<file path="config.mk">
export PLATFORM = sky130hd
export DESIGN_NAME = cra_dev_flat
export DESIGN_NICKNAME = d
export VERILOG_FILES = /design/src/cra_pkg.sv /design/src/cra_if.sv /design/src/cra_dev.sv /design/src/flat_wrapper.sv
export SDC_FILE = /design/constraint.sdc
export NUM_CORES = 2
export LEC_CHECK = 0
export BUFFER_PORTS_ARGS = -buffer_cell sky130_fd_sc_hd__buf_4
export CAP_MARGIN = 20
export CORE_MARGIN = 5
export CORE_UTILIZATION = 55
export CTS_BUF_LIST = sky130_fd_sc_hd__clkbuf_2
export CTS_CLUSTER_DIAMETER = 80
export DETAILED_ROUTE_END_ITERATION = 12
export PLACE_DENSITY = 0.77
export SYNTH_ARGS = -nofsm -noshare
export SYNTH_HDL_FRONTEND = slang
export SYNTH_SLANG_ARGS = --single-unit
</file>
<file path="constraint.sdc">
create_clock -name CLK -period 6.97 [get_ports CLK]
set_input_delay 1.394 -clock CLK [delete_from_list [all_inputs] [get_ports CLK]]
set_output_delay 1.394 -clock CLK [all_outputs]
set_load 0.02 [all_outputs]
</file>
<file path="src/cra_pkg.sv">
// Purpose: shared constants for the configuration-register message link
// Assumes: tokens are 8-bit values with a control flag, one token per cycle
// Notes: multi-byte fields travel most significant byte first
package cra_pkg;
	localparam logic [7:0] TK_WR = 8'hC0;
	localparam logic [7:0] TK_RD = 8'hC1;
	localparam logic [7:0] TK_PWR = 8'h24;
	localparam logic [7:0] TK_PRD = 8'h25;
	localparam logic [7:0] TK_END = 8'h01;
	localparam logic [7:0] TK_OK = 8'h03;
	localparam logic [7:0] TK_FAIL = 8'h04;
	localparam logic [7:0] PS_SFX = 8'h0C;
	localparam int PS_SHIFT = 8;
	localparam logic [15:0] TILE_SFX = 16'hC20C;
	localparam logic [15:0] NODE_SFX = 16'hC30C;
	localparam logic [7:0] PERI_SFX = 8'h02;
	localparam logic [7:0] PMAX = 8'h04;
	localparam logic [7:0] RID_LAST = 8'h02;
	localparam logic [7:0] CREG_LAST = 8'h01;
	localparam logic [7:0] CDAT_LAST = 8'h03;
	localparam logic [7:0] CFG_LEN = 8'h04;
	typedef enum logic [1:0] {TG_TILE, TG_NODE, TG_PERI} cra_tgt_t;
endpackage

</file>
<file path="src/cra_if.sv">
// Purpose: token link between a requesting channel end and the register handler
// Assumes: one clock; valid held until ready
// Notes: also carries the processor-status word port
`timescale 1ns/100ps
interface cra_if;
	logic rq_valid;
	logic rq_ctrl;
	logic [7:0] rq_data;
	logic [31:0] rq_dest;
	logic rq_ready;
	logic rs_valid;
	logic rs_ctrl;
	logic [7:0] rs_data;
	logic rs_ready;
	logic ps_req;
	logic ps_wr;
	logic [31:0] ps_rid;
	logic [31:0] ps_wdata;
	logic [31:0] ps_rdata;
	logic ps_ack;
	logic ps_err;
	modport dev (input rq_valid, rq_ctrl, rq_data, rq_dest, rs_ready, ps_req, ps_wr, ps_rid, ps_wdata,
		output rq_ready, rs_valid, rs_ctrl, rs_data, ps_rdata, ps_ack, ps_err);
	modport req (output rq_valid, rq_ctrl, rq_data, rq_dest, rs_ready, ps_req, ps_wr, ps_rid, ps_wdata,
		input rq_ready, rs_valid, rs_ctrl, rs_data, ps_rdata, ps_ack, ps_err);
endinterface

</file>
<file path="src/cra_dev.sv">
// Purpose: register handler serving configuration and peripheral messages
// Assumes: requester keeps its own framing and destination duties
// Notes: failed messages are drained up to their end token
// Behaviour
// - Status resource id is register shifted, OR 0x0C
// - Status get and set move one word
// - Tile destination is tile id plus suffix
// - Node destination is node id plus c30C
// - Config write: 192, return id, reg, data, 1
// - Config read: 193, return id, reg, 1
// - Peripheral message: 36/37, id, reg, size, data (36 only), 1
// - Write answered 3,1 or 4,1
// - Config read answered 3, word, 1 or 4,1
// - Peripheral read answered 3, data, 1 or 4,1
`timescale 1ns/100ps
module cra_dev import cra_pkg::*; #(
	parameter int NREG = 16,
	parameter int PREG = 64,
	parameter int NPS = 16,
	parameter logic [15:0] NODE_ID = 16'h0001
) (
	// Clock and reset
	input wire logic CLK,
	input wire logic RESETN,
	// Link
	cra_if.dev lk,
	// Status
	output logic BUSY,
	output logic LAST_OK,
	output logic [23:0] LAST_RET
);
	localparam int CW = $clog2(NREG);
	localparam int PW = $clog2(PREG);
	localparam int SW = $clog2(NPS);
	typedef enum {S_IDLE, S_RID, S_REGN, S_SIZE, S_DATA, S_TAIL, S_DRAIN, S_REPLY} cra_dst_t;

	cra_dst_t st_r, st_nxt;
	logic [7:0] cnt_r, cnt_nxt;
	logic wr_r, wr_nxt;
	logic [1:0] tg_r, tg_nxt;
	logic err_r, err_nxt;
	logic [23:0] rid_r, rid_nxt;
	logic [15:0] reg_r, reg_nxt;
	logic [7:0] size_r, size_nxt;
	logic [31:0] wd_r, wd_nxt;
	logic rdy_r, rdy_nxt;
	logic rv_r, rv_nxt;
	logic rc_r, rc_nxt;
	logic [7:0] rd_r, rd_nxt;
	logic busy_r, busy_nxt;
	logic lok_r, lok_nxt;
	logic [23:0] lret_r, lret_nxt;
	logic acc, fin, cm, ok, known;
	logic [7:0] last, len, pidx;
	logic [31:0] cword;
	logic [31:0] cfg_mem [2*NREG];
	logic [7:0] per_mem [PREG];
	logic [31:0] ps_mem [NPS];
	logic pack_r, pack_nxt, perr_r, perr_nxt, ps_ok;
	logic [31:0] prd_r, prd_nxt;

	function automatic logic dest_ok(input logic [31:0] d, input logic [1:0] t);
		dest_ok = (d[31:16] == NODE_ID) &&
			((t == 2'(TG_TILE) && d[15:0] == TILE_SFX) ||
			(t == 2'(TG_NODE) && d[15:0] == NODE_SFX) ||
			(t == 2'(TG_PERI) && d[7:0] == PERI_SFX));
	endfunction

	assign lk.rq_ready = rdy_r;
	assign lk.rs_valid = rv_r;
	assign lk.rs_ctrl = rc_r;
	assign lk.rs_data = rd_r;
	assign lk.ps_ack = pack_r;
	assign lk.ps_err = perr_r;
	assign lk.ps_rdata = prd_r;
	assign BUSY = busy_r;
	assign LAST_OK = lok_r;
	assign LAST_RET = lret_r;

	////////////////////////////////////////////////////////////////////////////////
	// Message parser and reply sequencer
	always_comb begin
		st_nxt = st_r;
		cnt_nxt = cnt_r;
		wr_nxt = wr_r;
		tg_nxt = tg_r;
		err_nxt = err_r;
		rid_nxt = rid_r;
		reg_nxt = reg_r;
		size_nxt = size_r;
		wd_nxt = wd_r;
		rv_nxt = rv_r;
		rc_nxt = rc_r;
		rd_nxt = rd_r;
		lok_nxt = lok_r;
		lret_nxt = lret_r;
		fin = 1'b0;
		cm = 1'b0;
		ok = 1'b0;
		acc = lk.rq_valid && rdy_r;
		known = (lk.rq_data == TK_WR) || (lk.rq_data == TK_RD) || (lk.rq_data == TK_PWR) || (lk.rq_data == TK_PRD);
		len = (tg_r == 2'(TG_PERI)) ? size_r : CFG_LEN;
		last = (!err_r && !wr_r) ? len + 8'h01 : 8'h01;
		pidx = reg_r[7:0] + cnt_r - 8'h01;
		cword = cfg_mem[{tg_r[0], reg_r[CW-1:0]}];
		case (st_r)
			S_IDLE: begin
				if (acc && lk.rq_ctrl) begin
					wr_nxt = (lk.rq_data == TK_WR) || (lk.rq_data == TK_PWR);
					if ((lk.rq_data == TK_PWR) || (lk.rq_data == TK_PRD)) begin
						tg_nxt = 2'(TG_PERI);
					end else begin
						tg_nxt = (lk.rq_dest[15:0] == NODE_SFX) ? 2'(TG_NODE) : 2'(TG_TILE);
					end
					err_nxt = !known || !dest_ok(lk.rq_dest, tg_nxt);
					cnt_nxt = RID_LAST;
					size_nxt = 8'h00;
					wd_nxt = 32'h0000_0000;
					reg_nxt = 16'h0000;
					if (known) begin
						st_nxt = S_RID;
					end else if (lk.rq_data == TK_END) begin
						fin = 1'b1;
					end else begin
						st_nxt = S_DRAIN;
					end
				end
			end
			S_RID, S_REGN, S_SIZE, S_DATA: begin
				if (acc && lk.rq_ctrl) begin
					err_nxt = 1'b1;
					fin = (lk.rq_data == TK_END);
					st_nxt = S_DRAIN;
				end else if (acc) begin
					cnt_nxt = cnt_r - 8'h01;
					case (st_r)
						S_RID: begin
							rid_nxt = {rid_r[15:0], lk.rq_data};
							if (cnt_r == 8'h00) begin
								st_nxt = S_REGN;
								cnt_nxt = (tg_r == 2'(TG_PERI)) ? 8'h00 : CREG_LAST;
							end
						end
						S_REGN: begin
							reg_nxt = {reg_r[7:0], lk.rq_data};
							if (cnt_r == 8'h00) begin
								if (tg_r == 2'(TG_PERI)) begin
									st_nxt = S_SIZE;
								end else begin
									st_nxt = wr_r ? S_DATA : S_TAIL;
									cnt_nxt = CDAT_LAST;
								end
							end
						end
						S_SIZE: begin
							size_nxt = lk.rq_data;
							cnt_nxt = lk.rq_data - 8'h01;
							st_nxt = (wr_r && lk.rq_data != 8'h00) ? S_DATA : S_TAIL;
						end
						default: begin
							wd_nxt = {wd_r[23:0], lk.rq_data};
							if (cnt_r == 8'h00) begin
								st_nxt = S_TAIL;
							end
						end
					endcase
				end
			end
			S_TAIL: begin
				if (acc) begin
					if (lk.rq_ctrl && lk.rq_data == TK_END) begin
						fin = 1'b1;
					end else begin
						err_nxt = 1'b1;
						st_nxt = lk.rq_ctrl ? S_DRAIN : S_TAIL;
					end
				end
			end
			S_DRAIN: begin
				if (acc && lk.rq_ctrl && lk.rq_data == TK_END) begin
					fin = 1'b1;
				end
			end
			S_REPLY: begin
				if (!rv_r || lk.rs_ready) begin
					if (cnt_r > last) begin
						rv_nxt = 1'b0;
						st_nxt = S_IDLE;
						lok_nxt = !err_r;
						lret_nxt = rid_r;
					end else begin
						rv_nxt = 1'b1;
						cnt_nxt = cnt_r + 8'h01;
						if (cnt_r == 8'h00) begin
							rc_nxt = 1'b1;
							rd_nxt = err_r ? TK_FAIL : TK_OK;
						end else if (cnt_r == last) begin
							rc_nxt = 1'b1;
							rd_nxt = TK_END;
						end else if (tg_r == 2'(TG_PERI)) begin
							rc_nxt = 1'b0;
							rd_nxt = per_mem[pidx[PW-1:0]];
						end else begin
							rc_nxt = 1'b0;
							rd_nxt = cword[8*(4-int'(cnt_r))+:8];
						end
					end
				end
			end
			default: st_nxt = S_IDLE;
		endcase
		if (fin) begin
			if (tg_r == 2'(TG_PERI)) begin
				ok = (size_r != 8'h00) && (size_r <= PMAX) && (32'(reg_r[7:0]) + 32'(size_r) <= PREG);
			end else begin
				ok = 32'(reg_r) < NREG;
			end
			ok = ok && !err_nxt;
			err_nxt = !ok;
			cm = ok && wr_r;
			cnt_nxt = 8'h00;
			st_nxt = S_REPLY;
		end
		rdy_nxt = (st_nxt != S_REPLY);
		busy_nxt = (st_nxt != S_IDLE);
	end

	always_ff @(posedge CLK or negedge RESETN) begin
		if (!RESETN) begin
			st_r <= S_IDLE;
			cnt_r <= 8'h00;
			wr_r <= 1'b0;
			tg_r <= 2'(TG_TILE);
			err_r <= 1'b0;
			rid_r <= 24'h000000;
			reg_r <= 16'h0000;
			size_r <= 8'h00;
			wd_r <= 32'h0000_0000;
			rdy_r <= 1'b0;
			rv_r <= 1'b0;
			rc_r <= 1'b0;
			rd_r <= 8'h00;
			busy_r <= 1'b0;
			lok_r <= 1'b0;
			lret_r <= 24'h000000;
			for (int i = 0; i < 2*NREG; i++) begin
				cfg_mem[i] <= 32'h0000_0000;
			end
			for (int i = 0; i < PREG; i++) begin
				per_mem[i] <= 8'h00;
			end
		end else begin
			st_r <= st_nxt;
			cnt_r <= cnt_nxt;
			wr_r <= wr_nxt;
			tg_r <= tg_nxt;
			err_r <= err_nxt;
			rid_r <= rid_nxt;
			reg_r <= reg_nxt;
			size_r <= size_nxt;
			wd_r <= wd_nxt;
			rdy_r <= rdy_nxt;
			rv_r <= rv_nxt;
			rc_r <= rc_nxt;
			rd_r <= rd_nxt;
			busy_r <= busy_nxt;
			lok_r <= lok_nxt;
			lret_r <= lret_nxt;
			if (cm && tg_r != 2'(TG_PERI)) begin
				cfg_mem[{tg_r[0], reg_r[CW-1:0]}] <= wd_r;
			end
			if (cm && tg_r == 2'(TG_PERI)) begin
				for (int i = 0; i < int'(PMAX); i++) begin
					if (i < int'(size_r)) begin
						per_mem[PW'(int'(reg_r[7:0]) + i)] <= wd_r[8*(int'(size_r)-1-i)+:8];
					end
				end
			end
		end
	end

	////////////////////////////////////////////////////////////////////////////////
	// Processor-status word port
	always_comb begin
		ps_ok = (lk.ps_rid[7:0] == PS_SFX) && (lk.ps_rid[31:PS_SHIFT] < NPS);
		pack_nxt = lk.ps_req;
		perr_nxt = lk.ps_req && !ps_ok;
		prd_nxt = prd_r;
		if (lk.ps_req) begin
			prd_nxt = (ps_ok && !lk.ps_wr) ? ps_mem[lk.ps_rid[PS_SHIFT+SW-1:PS_SHIFT]] : 32'h0000_0000;
		end
	end

	always_ff @(posedge CLK or negedge RESETN) begin
		if (!RESETN) begin
			pack_r <= 1'b0;
			perr_r <= 1'b0;
			prd_r <= 32'h0000_0000;
			for (int i = 0; i < NPS; i++) begin
				ps_mem[i] <= 32'h0000_0000;
			end
		end else begin
			pack_r <= pack_nxt;
			perr_r <= perr_nxt;
			prd_r <= prd_nxt;
			if (lk.ps_req && lk.ps_wr && ps_ok) begin
				ps_mem[lk.ps_rid[PS_SHIFT+SW-1:PS_SHIFT]] <= lk.ps_wdata;
			end
		end
	end
endmodule

</file>
<file path="src/flat_wrapper.sv">
// flat-port wrapper written by rule: the top's interface ports become plain ports
module cra_dev_flat import cra_pkg::*;
#(
	parameter int NREG = 16,
	parameter int PREG = 64,
	parameter int NPS = 16,
	parameter logic [15:0] NODE_ID = 16'h0001
)
  (CLK, RESETN, BUSY, LAST_OK, LAST_RET, lk_rq_valid, lk_rq_ctrl, lk_rq_data, lk_rq_dest, lk_rs_ready, lk_ps_req, lk_ps_wr, lk_ps_rid, lk_ps_wdata, lk_rq_ready, lk_rs_valid, lk_rs_ctrl, lk_rs_data, lk_ps_rdata, lk_ps_ack, lk_ps_err);
  cra_if lk_i ();
  input wire logic CLK;
  input wire logic RESETN;
  output logic BUSY;
  output logic LAST_OK;
  output logic [23:0] LAST_RET;
  input wire logic [$bits(lk_i.rq_valid)-1:0] lk_rq_valid;
  input wire logic [$bits(lk_i.rq_ctrl)-1:0] lk_rq_ctrl;
  input wire logic [$bits(lk_i.rq_data)-1:0] lk_rq_data;
  input wire logic [$bits(lk_i.rq_dest)-1:0] lk_rq_dest;
  input wire logic [$bits(lk_i.rs_ready)-1:0] lk_rs_ready;
  input wire logic [$bits(lk_i.ps_req)-1:0] lk_ps_req;
  input wire logic [$bits(lk_i.ps_wr)-1:0] lk_ps_wr;
  input wire logic [$bits(lk_i.ps_rid)-1:0] lk_ps_rid;
  input wire logic [$bits(lk_i.ps_wdata)-1:0] lk_ps_wdata;
  output wire logic [$bits(lk_i.rq_ready)-1:0] lk_rq_ready;
  output wire logic [$bits(lk_i.rs_valid)-1:0] lk_rs_valid;
  output wire logic [$bits(lk_i.rs_ctrl)-1:0] lk_rs_ctrl;
  output wire logic [$bits(lk_i.rs_data)-1:0] lk_rs_data;
  output wire logic [$bits(lk_i.ps_rdata)-1:0] lk_ps_rdata;
  output wire logic [$bits(lk_i.ps_ack)-1:0] lk_ps_ack;
  output wire logic [$bits(lk_i.ps_err)-1:0] lk_ps_err;
  assign lk_i.rq_valid = lk_rq_valid;
  assign lk_i.rq_ctrl = lk_rq_ctrl;
  assign lk_i.rq_data = lk_rq_data;
  assign lk_i.rq_dest = lk_rq_dest;
  assign lk_i.rs_ready = lk_rs_ready;
  assign lk_i.ps_req = lk_ps_req;
  assign lk_i.ps_wr = lk_ps_wr;
  assign lk_i.ps_rid = lk_ps_rid;
  assign lk_i.ps_wdata = lk_ps_wdata;
  assign lk_rq_ready = lk_i.rq_ready;
  assign lk_rs_valid = lk_i.rs_valid;
  assign lk_rs_ctrl = lk_i.rs_ctrl;
  assign lk_rs_data = lk_i.rs_data;
  assign lk_ps_rdata = lk_i.ps_rdata;
  assign lk_ps_ack = lk_i.ps_ack;
  assign lk_ps_err = lk_i.ps_err;
  cra_dev #(.NREG(NREG), .PREG(PREG), .NPS(NPS), .NODE_ID(NODE_ID)) u_core (.CLK(CLK), .RESETN(RESETN), .lk(lk_i), .BUSY(BUSY), .LAST_OK(LAST_OK), .LAST_RET(LAST_RET));
endmodule
</file>
==> flow_summary_export.csv <==
group,metric,value,unit
outcome,status,"complete, no violations",
finish,final_common_cell,"dfrtp_1",
clocking,cts-htree-levels,6,
sta,final-max-slew-violation-count,0,
worst_setup_path,r2r_end,"u_core.lk.rs_data[1]",
sta,fin_crit,5.68,ns
floorplan,placementRows,166,
detailed_routing,vias,81100,
worst_setup_path,cp.buffers_inverters,2,
pwr,p_leak,60.6,nW
sta,skew,0.144,ns
clocking,clk_pin_slew,0.10,ns
synthesis,synth-edff-count,0,
worst_setup_path,worstPathCellList,"inv_2, ha_4, inv_1, ha_4, fa_4, nand2_1, o22ai_1, nor4_1, a21oi_1, o22ai_1, nor3b_1, a21oi_1",
clocking,cts.sinks,2243,
worst_setup_path,path_class,"reg -> reg",
global_routing,grt_max_degree,179,
worst_setup_path,cpPeakStageDelay,1.35,ns
finish,nNetsFinal,9058,
worst_setup_path,worst-path-max-fanout,38,
global_routing,grtUsageTotal,32.4,%
pwr,ir_worst_vdd,182,µV
global_routing,met2_usage,48.3,%
run,drv_cap,0,
floorplan,dieArea,214000,µm²
sta,worstMarginPinSlew,1.29,ns
worst_setup_path,path_delay_family,"adder cells",
finish,post-route-util,59.4,%
sta,relSlewSlack,13.7,%
synthesis,yosys_register_bits,2243,
floorplan,ios,182,
clocking,cts_max_path_buffers,4,
sta,hold_viol,0,
floorplan,die_h,463,µm
placed_design,dp.cells,10900,
finish,drive_gt1_share,40.3,%
floorplan,core-area,204000,µm²
global_routing,met3_usage,10.4,%
synthesis,synth_warnings,0,
worst_setup_path,worstSetupEndpointType,"flip-flop",
min_path,min_path_type,"in -> async",
global_routing,grt_pass1_wl,532000,µm
clocking,cts_buffers,588,
detailed_routing,vias_per_cell,6.77,
placed_design,port_buffers,181,
synthesis,syn-cell-area,113000,µm²
synthesis,async_reset_ff_share,100,%
synthesis,ys_seq_area_share,49.7,%
synthesis,syn_area_per_cell,12.7,µm²
detailed_routing,ant_nets,0,
floorplan,initial_core_util,55.2,%
worst_setup_path,critPathLaunchType,"flip-flop",
sta,rsz0062_at_grt,"no",
detailed_routing,drt_iter0_drc,9570,
synthesis,ys.flop_type,"dfrtp_1",
detailed_routing,drt-pass1-iter-count,9,
worst_setup_path,reg2reg_depth,12,
finish,layout_common_cells,"dfrtp_1 (2237), mux2_2 (1836), clkbuf_2 (836)",
finish,syn_to_final_growth,7.53,%
detailed_routing,drc,0,
global_routing,antenna_found_initial,23,
clocking,clock_latency,1.94,ns
detailed_routing,wire_per_inst,29.6,µm
sta,fmax,0.176,GHz
global_routing,grt.overflow.total,0,
clocking,cts_tree,"done",
detailed_routing,routed_wl,355000,µm
synthesis,synth_cell_type_count,92,
pwr,powerDensity,185,nW/µm²
clocking,postCtsSetupBuffers,0,
worst_setup_path,crit_required,8.72,ns
synthesis,syn_inst,8858,
sta,fin_crit_sh,81.4,%
sta,tns,0,ns
placed_design,dp_hpwl,213000,µm
global_routing,first_global_vias,84300,
worst_setup_path,r2r_start,"u_core.reg_r[0]",
worst_setup_path,reg2reg_slack,1.29,ns
global_routing,grt_util_met1,42.2,%
worst_setup_path,crit_arrival,7.43,ns
floorplan,die_w,463,µm
placed_design,gp_congestion,1.00,
finish,finalNonFillerCells,12000,
sta,setup_viol,0,
worst_setup_path,critPathSlowestCell,"fa_4",
clocking,root_buffer,"clkbuf_2",
global_routing,gr-max-usage-layer,"met2",
## Yosys cell counts (59+ instances only)
| master | number | area, µm² |
|---|---|---|
| a21oi_1 | 184 | 921 |
| a221oi_1 | 207 | 1810 |
| a22oi_1 | 113 | 848 |
| buf_1 | 107 | 402 |
| buf_2 | 102 | 510 |
| buf_6 | 90 | 1010 |
| clkbuf_1 | 740 | 2780 |
| dfrtp_1 | 2243 | 56100 |
| inv_1 | 130 | 488 |
| mux2_1 | 75 | 845 |
| mux2_2 | 1836 | 20700 |
| mux2_4 | 138 | 2070 |
| mux2i_1 | 346 | 3460 |
| mux4_2 | 331 | 7450 |
| nand2_1 | 464 | 1740 |
| nand3_1 | 129 | 646 |
| nor2_1 | 338 | 1270 |
| nor3_1 | 59 | 295 |
| o211ai_1 | 136 | 1020 |
| o21ai_0 | 209 | 1050 |
| o221ai_1 | 140 | 1230 |
| o22ai_1 | 94 | 588 |
## kinds of logic (layout without fill, tap and decap cells)
group,count (synthesis),after routing,synth area share [%]
mux,2726,2726,30.6
flops,2243,2243,49.7
compound gates,1374,1374,8.78
simple gates,1248,1248,5.43
buf+inv,1188,1569,4.73
fa+ha+maj,43,43,0.490
xor+xnor,35,35,0.272
other cells,1,53,0.00332
## metrics by stage
step	setup slack, ns	power, mW	hold WS (ns)	area (µm²)
3_3_place_gp	1.31	13.8	0.360	115000
3_5_place_dp	1.24	13.8	0.362	116000
5_1_grt	1.19	23.4	0.0667	121000
6_report	1.29	22.5	0.114	121000
4_1_cts	1.48	22.6	0.0160	121000
2_1_floorplan	1.83	13.4	0.424	113000
## flip-flops by register name, summed over array words and instances, names as in the netlist, 16 cells and up
register and count:
u_core.rid_r 24, u_core.st_r 32, u_core.wd_r 32, u_core.reg_r 16, u_core.cfg_mem 1024, u_core.lk.ps_rdata 32
u_core.ps_mem 512, u_core.per_mem 512, u_core.LAST_RET 24
## worst max path at each step
stage	from	endpoint	slack [ns]	cells past startpoint
floorplan	u_core.reg_r[0]	u_core.lk.rs_data[3]	1.83	20
global placement	lk_rq_data[3]	u_core.cfg_mem[246]	1.31	10
detailed placement	lk_rq_data[3]	u_core.cfg_mem[255]	1.24	10
CTS	u_core.reg_r[0]	u_core.lk.rs_data[5]	1.48	12
global route	u_core.reg_r[0]	u_core.lk.rs_data[1]	1.19	12
finish	u_core.reg_r[0]	u_core.lk.rs_data[1]	1.29	12
## per-layer routing
layer	share of wire [%]	wire length, µm
met4	6.1	21500
met3	11	40400
met1	38	136000
met2	44	157000
met5	0.030	108
## final cells by class
type / count / area, µm²
multi-input combinational: 5455 / 52000
inverter: 133 / 499
antenna: 24 / 60.1
clock buffer: 836 / 4180
fill: 15900 / 83000
tap: 2688 / 3360
clock inverter: 117 / 678
sequential: 2243 / 56100
timing repair buffer: 483 / 4470
## power breakdown
group | internal, mW | switching [mW] | total, mW
Sequential | 13.0 | 0.00280 | 13.0
Clock | 3.46 | 5.47 | 8.92
Combinational | 0.128 | 0.393 | 0.521
## repair_timing
action,CTS,global route
gates resized for setup,0,0
hold buffers,53,0
hold endpoints to repair,1324,0
No activity file was read; power rests on OpenSTA's default activity.
